<file path="config.mk">
export PLATFORM = sky130hd
export DESIGN_NAME = tbp_pwm
export DESIGN_NICKNAME = d
export VERILOG_FILES = /design/src/pkg/tbp_pkg.sv /design/src/core/tbp_pwm.sv
export SDC_FILE = /design/constraint.sdc
export NUM_CORES = 1
export LEC_CHECK = 0
export BUFFER_PORTS_ARGS = -buffer_cell sky130_fd_sc_hd__buf_2
export CORE_ASPECT_RATIO = 0.8
export CORE_MARGIN = 2
export CORE_UTILIZATION = 51
export DETAILED_ROUTE_END_ITERATION = 10
export GPL_TIMING_DRIVEN = 0
export MAX_ROUTING_LAYER = met4
export PLACE_DENSITY = 0.8
export SLEW_MARGIN = 0
export SYNTH_ARGS = -nofsm -noshare
export SYNTH_HDL_FRONTEND = slang
export SYNTH_SLANG_ARGS = --single-unit
export TNS_END_PERCENT = 50
</file>
<file path="constraint.sdc">
create_clock -name i_clk -period 2.61 [get_ports i_clk]
set_input_delay 0.1305 -clock i_clk [delete_from_list [all_inputs] [get_ports i_clk]]
set_output_delay 0.1305 -clock i_clk [all_outputs]
set_load 0.005 [all_outputs]
</file>
<file path="src/pkg/tbp_pkg.sv">
// Package for the dual ten-bit pulse-width modulator block.
// Assumes a 32-bit APB slave with one aligned word per register.
package tbp_pkg;

    // ==========================================================
    // Register map, byte addresses.
    // ==========================================================
    localparam logic [7:0] OFS_TIMER_CONTROL = 8'h00;
    localparam logic [7:0] OFS_PERIOD = 8'h04;
    localparam logic [7:0] OFS_TIMER_COUNT = 8'h08;
    localparam logic [7:0] OFS_MOD0_CONTROL = 8'h10;
    localparam logic [7:0] OFS_MOD0_DUTY_HIGH = 8'h14;
    localparam logic [7:0] OFS_MOD0_DUTY_LOW = 8'h18;
    localparam logic [7:0] OFS_CHANNEL_STRIDE = 8'h10;

    // ==========================================================
    // Field positions.
    // ==========================================================
    localparam int CTL_MODULE_ON_BIT = 7;
    localparam int CTL_LIVE_OUTPUT_BIT = 5;
    localparam int CTL_POLARITY_BIT = 4;
    localparam int DUTY_LOW_MSB = 7;
    localparam int DUTY_LOW_LSB = 6;
    localparam int TCTL_TIMER_RUN_BIT = 2;
    localparam int TCTL_PRESCALE_MSB = 1;

    // ==========================================================
    // Reset values.
    // ==========================================================
    localparam logic [7:0] RST_CONTROL = 8'h00;
    localparam logic [7:0] RST_PERIOD = 8'hFF;
    localparam logic [7:0] RST_TIMER_CONTROL = 8'h00;
    localparam logic [9:0] RST_DUTY = 10'h000;

    // ==========================================================
    // Timing: oscillator cycles per timer increment at 1:1.
    // ==========================================================
    localparam int CLK_PERIOD_NS = 10;
    localparam int OSC_PER_INCREMENT = 4;
    localparam int SUBCOUNT_W = 6;

endpackage : tbp_pkg

</file>
<file path="src/core/tbp_pwm.sv">
// Dual ten-bit pulse-width modulator with shared 8-bit timer base.
// Assumes an APB master on i_clk and an external sleep level input.
//
// Overview of operation
// - Idle level follows polarity select.
// - Disabled channel drives its idle level.
// - Period is (period+1)*4*Tosc*prescale.
// - Count equal period clears on next increment.
// - Period start sets output unless duty zero.
// - Period start latches buffered duty value.
// - Duty beyond period never clears output.
// - Duty is 10 bits, left justified split.
// - Duty writes buffered, applied at period start.
// - Time base is count plus two sub bits.
// - Pulse width is duty*Tosc*prescale.
// - Resolution reaches ten bits at period 255.
// - Sleep freezes counting and outputs.
// - Reset clears enable and polarity.
// - Control: enable b7, level b5, polarity b4.
// - Output frequency follows the system clock.
// - Two identical channels share the timer.
//
// Added by the designer: the APB interface to the registers and the placing of the registers.
`timescale 1ns/1ps
`default_nettype none

module tbp_pwm
    import tbp_pkg::*;
#(
    parameter int CHANNELS = 2
) (
    // Clock and reset.
    input wire logic i_clk,
    input wire logic i_reset,
    // APB slave.
    input wire logic i_psel,
    input wire logic i_penable,
    input wire logic i_pwrite,
    input wire logic [7:0] i_paddr,
    input wire logic [31:0] i_pwdata,
    output logic [31:0] o_prdata,
    output logic o_pready,
    output logic o_pslverr,
    // Power state.
    input wire logic i_sleep,
    // Modulator outputs and timer match flag.
    output logic [CHANNELS-1:0] o_pwm,
    output logic o_period_match
);

    // ==========================================================
    // Register bus decode.
    // ==========================================================
    logic wr_en;
    logic rd_en;
    assign wr_en = i_psel && i_penable && i_pwrite;
    assign rd_en = i_psel && i_penable && !i_pwrite;
    assign o_pready = 1'b1;

    logic [7:0] timer_control_reg;
    logic [7:0] period_register_reg;
    logic [7:0] base_timer_count_reg;
    logic [CHANNELS-1:0] module_on_reg;
    logic [CHANNELS-1:0] output_polarity_reg;
    logic [CHANNELS-1:0] active_reg;
    logic [9:0] duty_word_reg [CHANNELS];
    logic [9:0] duty_latch_reg [CHANNELS];

    logic timer_run;
    logic [1:0] timer_prescale_select;
    assign timer_run = timer_control_reg[TCTL_TIMER_RUN_BIT];
    assign timer_prescale_select = timer_control_reg[TCTL_PRESCALE_MSB -: 2];

    always_ff @(posedge i_clk or posedge i_reset) begin
        if (i_reset) begin
            timer_control_reg <= RST_TIMER_CONTROL;
            period_register_reg <= RST_PERIOD;
        end else if (wr_en && i_paddr == OFS_TIMER_CONTROL) begin
            timer_control_reg <= i_pwdata[7:0];
        end else if (wr_en && i_paddr == OFS_PERIOD) begin
            period_register_reg <= i_pwdata[7:0];
        end
    end

    // ==========================================================
    // Prescaler: oscillator cycles per timer increment.
    // ==========================================================
    // Prescale 1, 4, 16, 64 gives 4, 16, 64, 256 clocks per increment.
    logic [SUBCOUNT_W+1:0] sub_limit;
    always_comb begin
        case (timer_prescale_select)
            2'b00: sub_limit = 8'(OSC_PER_INCREMENT - 1);
            2'b01: sub_limit = 8'(OSC_PER_INCREMENT * 4 - 1);
            2'b10: sub_limit = 8'(OSC_PER_INCREMENT * 16 - 1);
            default: sub_limit = 8'(OSC_PER_INCREMENT * 64 - 1);
        endcase
    end

    logic [7:0] sub_full_reg;
    logic increment;
    logic counting;
    assign counting = timer_run && !i_sleep;
    assign increment = counting && (sub_full_reg == sub_limit);

    always_ff @(posedge i_clk or posedge i_reset) begin
        if (i_reset) begin
            sub_full_reg <= 8'h00;
        end else if (counting) begin
            sub_full_reg <= increment ? 8'h00 : sub_full_reg + 8'h01;
        end
    end

    // ==========================================================
    // Shared 8-bit timer.
    // ==========================================================
    logic match;
    logic period_start;
    assign match = (base_timer_count_reg == period_register_reg);
    assign period_start = increment && match;

    always_ff @(posedge i_clk or posedge i_reset) begin
        if (i_reset) begin
            base_timer_count_reg <= 8'h00;
        end else if (wr_en && i_paddr == OFS_TIMER_COUNT) begin
            base_timer_count_reg <= i_pwdata[7:0];
        end else if (period_start) begin
            base_timer_count_reg <= 8'h00;
        end else if (increment) begin
            base_timer_count_reg <= base_timer_count_reg + 8'h01;
        end
    end

    always_ff @(posedge i_clk or posedge i_reset) begin
        if (i_reset) begin
            o_period_match <= 1'b0;
        end else begin
            o_period_match <= period_start;
        end
    end

    // Two low time-base bits: clock phase at 1:1, prescaler top bits otherwise.
    logic [1:0] low_bits;
    always_comb begin
        case (timer_prescale_select)
            2'b00: low_bits = sub_full_reg[1:0];
            2'b01: low_bits = sub_full_reg[3:2];
            2'b10: low_bits = sub_full_reg[5:4];
            default: low_bits = sub_full_reg[7:6];
        endcase
    end

    logic [9:0] time_base;
    assign time_base = {base_timer_count_reg, low_bits};

    // Time base one clock ahead: the pulse ends exactly duty steps after the
    // period starts, so the registered output does not run one clock long.
    logic [7:0] sub_full_next;
    logic [7:0] count_step;
    logic [1:0] low_bits_next;
    logic [9:0] time_base_next;
    assign sub_full_next = increment ? 8'h00 : sub_full_reg + 8'h01;
    assign count_step = period_start ? 8'h00
        : (increment ? base_timer_count_reg + 8'h01 : base_timer_count_reg);
    always_comb begin
        case (timer_prescale_select)
            2'b00: low_bits_next = sub_full_next[1:0];
            2'b01: low_bits_next = sub_full_next[3:2];
            2'b10: low_bits_next = sub_full_next[5:4];
            default: low_bits_next = sub_full_next[7:6];
        endcase
    end
    assign time_base_next = {count_step, low_bits_next};

    // ==========================================================
    // Modulator channels.
    // ==========================================================
    logic [31:0] ch_rdata [CHANNELS];

    genvar g;
    generate
        for (g = 0; g < CHANNELS; g++) begin : g_ch
            localparam logic [7:0] CTL_A = 8'(OFS_MOD0_CONTROL + g * OFS_CHANNEL_STRIDE);
            localparam logic [7:0] DCH_A = 8'(OFS_MOD0_DUTY_HIGH + g * OFS_CHANNEL_STRIDE);
            localparam logic [7:0] DCL_A = 8'(OFS_MOD0_DUTY_LOW + g * OFS_CHANNEL_STRIDE);

            always_ff @(posedge i_clk or posedge i_reset) begin
                if (i_reset) begin
                    module_on_reg[g] <= RST_CONTROL[CTL_MODULE_ON_BIT];
                    output_polarity_reg[g] <= RST_CONTROL[CTL_POLARITY_BIT];
                end else if (wr_en && i_paddr == CTL_A) begin
                    module_on_reg[g] <= i_pwdata[CTL_MODULE_ON_BIT];
                    output_polarity_reg[g] <= i_pwdata[CTL_POLARITY_BIT];
                end
            end

            // Buffered duty, split high byte and two left-justified low bits.
            always_ff @(posedge i_clk or posedge i_reset) begin
                if (i_reset) begin
                    duty_word_reg[g] <= RST_DUTY;
                end else if (wr_en && i_paddr == DCH_A) begin
                    duty_word_reg[g][9:2] <= i_pwdata[7:0];
                end else if (wr_en && i_paddr == DCL_A) begin
                    duty_word_reg[g][1:0] <= i_pwdata[DUTY_LOW_MSB:DUTY_LOW_LSB];
                end
            end

            always_ff @(posedge i_clk or posedge i_reset) begin
                if (i_reset) begin
                    duty_latch_reg[g] <= RST_DUTY;
                    active_reg[g] <= 1'b0;
                end else if (period_start) begin
                    duty_latch_reg[g] <= duty_word_reg[g];
                    active_reg[g] <= (duty_word_reg[g] != 10'h000);
                end else if (counting && time_base_next == duty_latch_reg[g]) begin
                    // A latch beyond the period is never reached.
                    active_reg[g] <= 1'b0;
                end
            end

            // Inactive level equals polarity; disabled channel shows it.
            always_ff @(posedge i_clk or posedge i_reset) begin
                if (i_reset) begin
                    o_pwm[g] <= 1'b0;
                end else if (!i_sleep) begin
                    o_pwm[g] <= (module_on_reg[g] && active_reg[g]) ^ output_polarity_reg[g];
                end
            end

            always_comb begin
                ch_rdata[g] = 32'h0000_0000;
                if (i_paddr == CTL_A) begin
                    ch_rdata[g][CTL_MODULE_ON_BIT] = module_on_reg[g];
                    ch_rdata[g][CTL_LIVE_OUTPUT_BIT] = o_pwm[g];
                    ch_rdata[g][CTL_POLARITY_BIT] = output_polarity_reg[g];
                end else if (i_paddr == DCH_A) begin
                    ch_rdata[g][7:0] = duty_word_reg[g][9:2];
                end else if (i_paddr == DCL_A) begin
                    ch_rdata[g][DUTY_LOW_MSB:DUTY_LOW_LSB] = duty_word_reg[g][1:0];
                end
            end
        end
    endgenerate

    // ==========================================================
    // Read data and error response.
    // ==========================================================
    logic [31:0] rdata_next;
    logic hit;
    always_comb begin
        rdata_next = 32'h0000_0000;
        hit = (i_paddr == OFS_TIMER_CONTROL) || (i_paddr == OFS_PERIOD)
            || (i_paddr == OFS_TIMER_COUNT);
        case (i_paddr)
            OFS_TIMER_CONTROL: rdata_next[7:0] = timer_control_reg;
            OFS_PERIOD: rdata_next[7:0] = period_register_reg;
            OFS_TIMER_COUNT: rdata_next[7:0] = base_timer_count_reg;
            default: rdata_next = 32'h0000_0000;
        endcase
        for (int c = 0; c < CHANNELS; c++) begin
            rdata_next = rdata_next | ch_rdata[c];
            if (i_paddr == 8'(OFS_MOD0_CONTROL + c * OFS_CHANNEL_STRIDE)
                || i_paddr == 8'(OFS_MOD0_DUTY_HIGH + c * OFS_CHANNEL_STRIDE)
                || i_paddr == 8'(OFS_MOD0_DUTY_LOW + c * OFS_CHANNEL_STRIDE)) begin
                hit = 1'b1;
            end
        end
    end

    // Read data is captured at the end of the setup cycle, so it stands
    // from a flop through the whole access cycle and is zero otherwise.
    always_ff @(posedge i_clk or posedge i_reset) begin
        if (i_reset) begin
            o_prdata <= 32'h0000_0000;
        end else if (i_psel && !i_penable && !i_pwrite) begin
            o_prdata <= rdata_next;
        end else begin
            o_prdata <= 32'h0000_0000;
        end
    end
    assign o_pslverr = i_psel && i_penable && !hit;

    // ==========================================================
    // Checks.
    // ==========================================================
    property p_wrap;
        @(posedge i_clk) disable iff (i_reset)
        (increment && match && !(wr_en && i_paddr == OFS_TIMER_COUNT))
            |=> base_timer_count_reg == 8'h00;
    endproperty
    a_wrap: assert property (p_wrap) else $error("timer did not clear at match");

    property p_latch;
        @(posedge i_clk) disable iff (i_reset)
        period_start |=> duty_latch_reg[0] == $past(duty_word_reg[0]);
    endproperty
    a_latch: assert property (p_latch) else $error("duty not latched at period");

    property p_zero;
        @(posedge i_clk) disable iff (i_reset)
        (period_start && duty_word_reg[0] == 10'h000) |=> !active_reg[0];
    endproperty
    a_zero: assert property (p_zero) else $error("zero duty set output");

    property p_set;
        @(posedge i_clk) disable iff (i_reset)
        (period_start && duty_word_reg[0] != 10'h000) |=> active_reg[0];
    endproperty
    a_set: assert property (p_set) else $error("output not set at period");

    property p_idle;
        @(posedge i_clk) disable iff (i_reset)
        (!module_on_reg[0] && !i_sleep) |=> o_pwm[0] == $past(output_polarity_reg[0]);
    endproperty
    a_idle: assert property (p_idle) else $error("disabled output not idle");

    property p_sleep;
        @(posedge i_clk) disable iff (i_reset)
        (i_sleep && !(wr_en && i_paddr == OFS_TIMER_COUNT)) |=> $stable(base_timer_count_reg) && $stable(o_pwm);
    endproperty
    a_sleep: assert property (p_sleep) else $error("state moved in sleep");

    property p_clear;
        @(posedge i_clk) disable iff (i_reset)
        (counting && !period_start && time_base_next == duty_latch_reg[0]) |=> !active_reg[0];
    endproperty
    a_clear: assert property (p_clear) else $error("output not cleared at duty");

    property p_stepgap;
        @(posedge i_clk) disable iff (i_reset)
        (increment && timer_prescale_select == 2'b00) |=> !increment [*3];
    endproperty
    a_stepgap: assert property (p_stepgap) else $error("increment faster than four clocks");

    property p_level;
        @(posedge i_clk) disable iff (i_reset)
        (rd_en && i_paddr == OFS_MOD0_CONTROL)
            |-> o_prdata[CTL_LIVE_OUTPUT_BIT] == $past(o_pwm[0]);
    endproperty
    a_level: assert property (p_level) else $error("live level readback wrong");

    property p_lookahead;
        @(posedge i_clk) disable iff (i_reset)
        (counting && !(wr_en && (i_paddr == OFS_TIMER_COUNT
            || i_paddr == OFS_TIMER_CONTROL))) |=> time_base == $past(time_base_next);
    endproperty
    a_lookahead: assert property (p_lookahead) else $error("time base step wrong");

    property p_count_step;
        @(posedge i_clk) disable iff (i_reset)
        (increment && !match && !(wr_en && i_paddr == OFS_TIMER_COUNT))
            |=> base_timer_count_reg == $past(base_timer_count_reg) + 8'h01;
    endproperty
    a_count_step: assert property (p_count_step) else $error("timer did not step");

    property p_match_out;
        @(posedge i_clk) disable iff (i_reset)
        1'b1 |=> o_period_match == $past(period_start);
    endproperty
    a_match_out: assert property (p_match_out) else $error("match pulse misplaced");

    property p_beyond;
        @(posedge i_clk) disable iff (i_reset)
        (active_reg[0] && !period_start && base_timer_count_reg <= period_register_reg
            && duty_latch_reg[0] > {period_register_reg, 2'b11}) |=> active_reg[0];
    endproperty
    a_beyond: assert property (p_beyond) else $error("output cleared beyond period");

    property p_last_idle;
        @(posedge i_clk) disable iff (i_reset)
        (!module_on_reg[CHANNELS-1] && !i_sleep)
            |=> o_pwm[CHANNELS-1] == $past(output_polarity_reg[CHANNELS-1]);
    endproperty
    a_last_idle: assert property (p_last_idle) else $error("last channel not idle");

    property p_rd_idle;
        @(posedge i_clk) disable iff (i_reset)
        !(i_psel && i_penable && !i_pwrite) |-> o_prdata == 32'h0000_0000;
    endproperty
    a_rd_idle: assert property (p_rd_idle) else $error("read data outside read");

endmodule : tbp_pwm

`default_nettype wire

</file>
After elaboration in Yosys (flattened, before gate mapping)
Cells that the tools add are included.

word-level totals
  bits in registers = 113
  logic and storage cells = 111

cells by class
  eq/ne operators = 14
  reduce and logical (&&, ||, !) cells = 40
  multiplexer cells = 28
  bitwise gates (word level) = 7
  $add $sub $neg = 2

operators by type and width
  cell                   count
  $pmux W8 S3            2
  $mux W8                5
  $eq A8 B5 Y1 const B   3
  $eq A8 B6 Y1 const B   3
  $logic_and A1 B1 Y1    21
  $eq A10 B10 Y1         2
  $reduce_bool A10 Y1    2
  $add A8 B1 Y8 const B  2
  $eq A8 B8 Y1           2
  $or A8 B8 Y8           2
  $mux W2                6
  $mux W6                2
  $mux W1                10
  $eq A8 B3 Y1 const B   1
  $eq A8 B4 Y1 const B   1
  $logic_not A8 Y1       1
  $mux W4                2
  $logic_or A1 B1 Y1     6
  $pmux W2 S3            1
  $reduce_and A2 Y1      3
  $logic_not A1 Y1       4
  $reduce_bool A2 Y1     2
  $not A1 Y1             3
  $eq A2 B1 Y1 const B   1
  3 further kinds        4

Depth between registers and ports, before layout
  depth in word-level cells = 10
  mapped depth = 11
  gate-level depth less buffers = 9

Worst setup path after synthesis
OpenSTA, ideal clock, no wires.

  path kind = flip-flop to flip-flop
  start = register sub_full_reg[2]
  end = register active_reg[0]
  cell stages (with the launch flop) = 11
  data required time = 2,467 ps
  setup slack = 47 ps
  setup time = 143 ps
  arrival = 2,420 ps
  path buffers = 2
  cell sequence = dfrtp_1 buf_6 or4_4 a211oi_2 o21a_4 nand2b_4 buf_6 o311a_1 a211o_1 nor4_1 a31oi_1

between the ends
  cells in the longest elaborated chain, start to end = 7
  elaborated cells between the ends (all ways) = 12

ends and longest elaborated chain
  element                                                                line            RTL
  start: declaration                                                     tbp_pwm.sv:99   logic [7:0] sub_full_reg;
  start signal: assignment                                               tbp_pwm.sv:109  sub_full_reg <= increment ? 8'h00 : sub_full_reg + 8'h01;
  parallel branches: the longest is 7 deep, another holds $add A8 B1 Y8  --
  end signal: indexed assignment                                         tbp_pwm.sv:213  active_reg[g] <= (duty_word_reg[g] != 10'h000);
  end: declaration                                                       tbp_pwm.sv:65   logic [CHANNELS-1:0] active_reg;

Parallel ways; which one is timed is not known.
A chain may end at the register's enable or synchronous reset.

Final worst setup path
Ends and elaborated chain as after synthesis.

==> flow_summary_export.csv <==
group,metric,value,unit
run_status,outcome,"finished with violations",
run_status,failed_checks,"DRC, setup timing",
hold_path,whs_endpoint,"base_timer_count_reg[0]",
timing,slew_headroom,47.00,%
timing,rsz0062_at_grt,"true",
die,dieArea,10300,um2
placement,place_area,5264,um2
yosys,synthArstFlopShare,100.0,%
yosys,ys_ff_latch,89,
timing,finalCritPeriodShare,104.4,%
die,fp.dieH,91.17,um
layout,syn2layout_area_growth,21.26,%
critical_path,startpoint_type,"register",
clocking,insertion_delay,0.35,ns
power_and_ir_drop,seqPwrFrac,45.0,%
global_route,grt_max_degree,65,
clocking,clock_path_buffers,2,
power_and_ir_drop,p_per_area,535.0,nW/um2
die,core,9154,um2
flow_run,cap_viol_max_count,0,
power_and_ir_drop,p_clk_share,48.5,%
yosys,syn_area,4843,um2
hold_path,min_from,"i_pwdata[0]",
layout,antenna_cells,0,
drt,drc_errors,6,
global_route,antenna_found_initial,0,
power_and_ir_drop,power.switching,0.0006987,W
timing,setup_ws,-0.1146,ns
critical_path,cp.arrival,2.94,ns
critical_path,worst-endpoint-required,2.83,ns
drt,vias,4051,
placement,dpl.hpwl,9.017,mm
critical_path,ff2ff_setup_slack,-0.11,ns
timing,timing.setup.tns,-0.2029,ns
drt,totalWireLength,13.06,mm
timing,finalCriticalPeriod,2.725,ns
timing,tightestPinTransition,0.7920,ns
clocking,clkTransAtPathRegs,0.06,ns
clocking,cts_buffers,9,
critical_path,regToRegEndpoint,"active_reg[0]",
clocking,cts-root-buf,"clkbuf_16",
timing,drv_slew,0,
power_and_ir_drop,leakage,2.787,nW
yosys,synth_edf_count,0,
die,die_w,113.0,um
drt,dr.pass1.iters,11,
power_and_ir_drop,p_int,0.002444,W
global_route,grt-ovfl-total,0,
drt,wl_per_cell,19.85,um
timing,setup_violations,2,
power_and_ir_drop,irDropWorstVdd,0.0003758,V
die,io_pins,83,
yosys,syn_avg_cell_area,10.46,um2
critical_path,worstSetupEndpointType,"register",
yosys,syn_inst,463,
layout,nets,586,
power_and_ir_drop,switching_share,22.24,%
global_route,grtUsageTotal,27.05,%
hold_path,whs_path_depth,3,
yosys,yosysSeqAreaShare,46.19,%
drt,detail-route-antenna-nets,0,
critical_path,path_class,"reg2reg",
placement,numPortBuffers,32,
die,initial_core_util,52.91,%
global_route,grt_pass1_wl,20.84,mm
global_route,grt_pass1_vias,3876,
hold_path,min_path_type,"in2reg",
layout,final_cell_area,5873,um2
timing,max_freq,367.0,MHz
yosys,yosys_warnings,0,
critical_path,reg2reg_from,"sub_full_reg[2]",
layout,drive_above_1_share,34.44,%
die,fp-row-count,31,
clocking,h-tree-depth,3,
clocking,clock-sinks,89,
placement,place_congestion,0.9077,
critical_path,crit_fanout,6,
power_and_ir_drop,combinationalPowerShare,6.5,%
critical_path,reg2regPathDepth,10,
drt,viasPerCell,6.157,
yosys,synth_flop_cell,"dfrtp_1",
timing,finClkSkew,0.007094,ns
drt,drt_iter0_drc,459,
timing,finalHoldViolCount,0,
yosys,synth.distinct_cells,54,
clocking,cts_tree,"built",
[power groups by stage]
stage	combinational (W)	clock, W	sequential (W)
3_3_place_gp	0.000176	0	0.00144
6_report	0.000204	0.00152	0.00142
2_1_floorplan	0.000123	0	0.00143
3_5_place_dp	0.000187	0	0.00144
4_1_cts	0.000195	0.00153	0.00141
5_1_grt	0.000223	0.00159	0.00142
[layer usage]
metal	part of all wire (%)	track usage, %
met1	41	35.89
met2	46	41.32
met3	11	6.742
met4	2.3	8.435
met5	0	-
[stage by stage]
step,setup WS [ns],std cells,hold slack (ns),total power [W],utilization [%]
final,-0.1146,658,0.1170,0.003142,64.16
after global routing,-0.2050,658,0.1111,0.003235,64.16
after CTS,-0.1083,655,0.1098,0.003138,63.72
after detailed placement,-0.4158,634,0.1453,0.001626,57.50
after global placement,-0.8239,633,0.4169,0.001614,57.18
after floorplan,0.04705,486,0.2389,0.001556,-
[worst max path at each step]
stage	startpoint	endpoint
after detailed placement	base_timer_count_reg[3]	active_reg[1]
after global routing	base_timer_count_reg[1]	active_reg[0]
after floorplan	sub_full_reg[2]	active_reg[0]
after global placement	i_reset	o_pwm[1]
final	sub_full_reg[2]	active_reg[0]
after CTS	sub_full_reg[2]	active_reg[1]
[layout make-up]
type	instances	area, um2
buffer	40	277.8
clock buffer	10	239.0
clock inverter	6	112.6
fill	703	3281
inverter	7	28.78
multi-input combinational	346	2545
sequential	89	2238
tap	115	143.9
timing repair buffer	45	287.8
[cells in the mapped netlist, types with 3 or more instances]
cell type	number	area, um2
dfrtp_1	81	2027
mux2_2	59	664.4
nand2_1	49	183.9
o21ai_0	28	140.1
nor2_1	26	97.59
buf_4	25	187.7
xor2_1	24	210.2
a21oi_1	16	80.08
a22oi_1	16	120.1
a31oi_1	15	93.84
clkbuf_1	11	41.29
dfstp_2	8	210.2
nor4_1	8	50.05
xnor2_1	8	70.07
inv_1	7	26.28
nand3_1	7	35.03
o31ai_1	7	52.55
nor3_1	6	30.03
buf_2	5	25.02
a222oi_1	4	40.04
nand2b_1	4	25.02
a21boi_0	3	22.52
and3_1	3	18.77
and4_1	3	26.28
nand3b_1	3	22.52
or3_1	3	18.77
[worst max-delay path: stages, from the launching register on]
cell and delay [ns]:
dfrtp_1 0.37, buf_6 0.11, or4_4 0.49, a211oi_4 0.30, o21a_4 0.21, nand2b_4 0.11, buf_4 0.17, o31ai_4 0.25
xor2_1 0.13, nor4_2 0.33, a31oi_1 0.12
[logic make-up (layout without fill, tap and decap cells)]
logic type / after synthesis / after routing / synth area share, %
AO/OA/AOI/OAI: 110 / 110 / 15.71
XOR/XNOR: 32 / 32 / 5.787
adder cells (fa/ha/maj): 2 / 2 / 0.5166
buffers and inverters: 51 / 108 / 6.329
flip-flops: 89 / 89 / 46.19
multiplexers: 60 / 60 / 13.92
other: 2 / 25 / 0.1551
AND/OR/NAND/NOR: 117 / 117 / 11.39
[repair_timing]
action | CTS | global route
hold endpoints to repair | 20 | 0
hold buffers | 1 | 0
endpoints found under the setup margin | 20 | 18
resized for setup | 38 | 6
gates cloned | 0 | 0
pin swaps | 14 | 9
buffers inserted | 7 | 4
[layout by cell type, fill, tap and decap left out, drive strengths merged, types with 2 or more instances in the layout]
cell / synthesis / layout
nand2b: 5 / 5
o21ai: 28 / 28
nand3b: 3 / 3
a22oi: 18 / 18
inv: 7 / 8
a21boi: 3 / 3
nand2: 49 / 49
buf: 33 / 76
o21a: 2 / 2
o31ai: 8 / 8
nor2: 26 / 26
and4: 3 / 3
nor3: 6 / 6
a31oi: 15 / 15
or3: 3 / 3
dfrtp: 81 / 81
xnor2: 8 / 8
a2111oi: 3 / 3
a211oi: 3 / 3
and3: 3 / 3
a21oi: 16 / 16
bufinv: 0 / 3
clkbuf: 11 / 18
ha: 2 / 2
nor4: 8 / 8
mux2: 59 / 59
dfstp: 8 / 8
a222oi: 4 / 4
clkinv: 0 / 2
conb: 2 / 25
nand3: 7 / 7
xor2: 24 / 24
(Power assumes the default switching activity.)
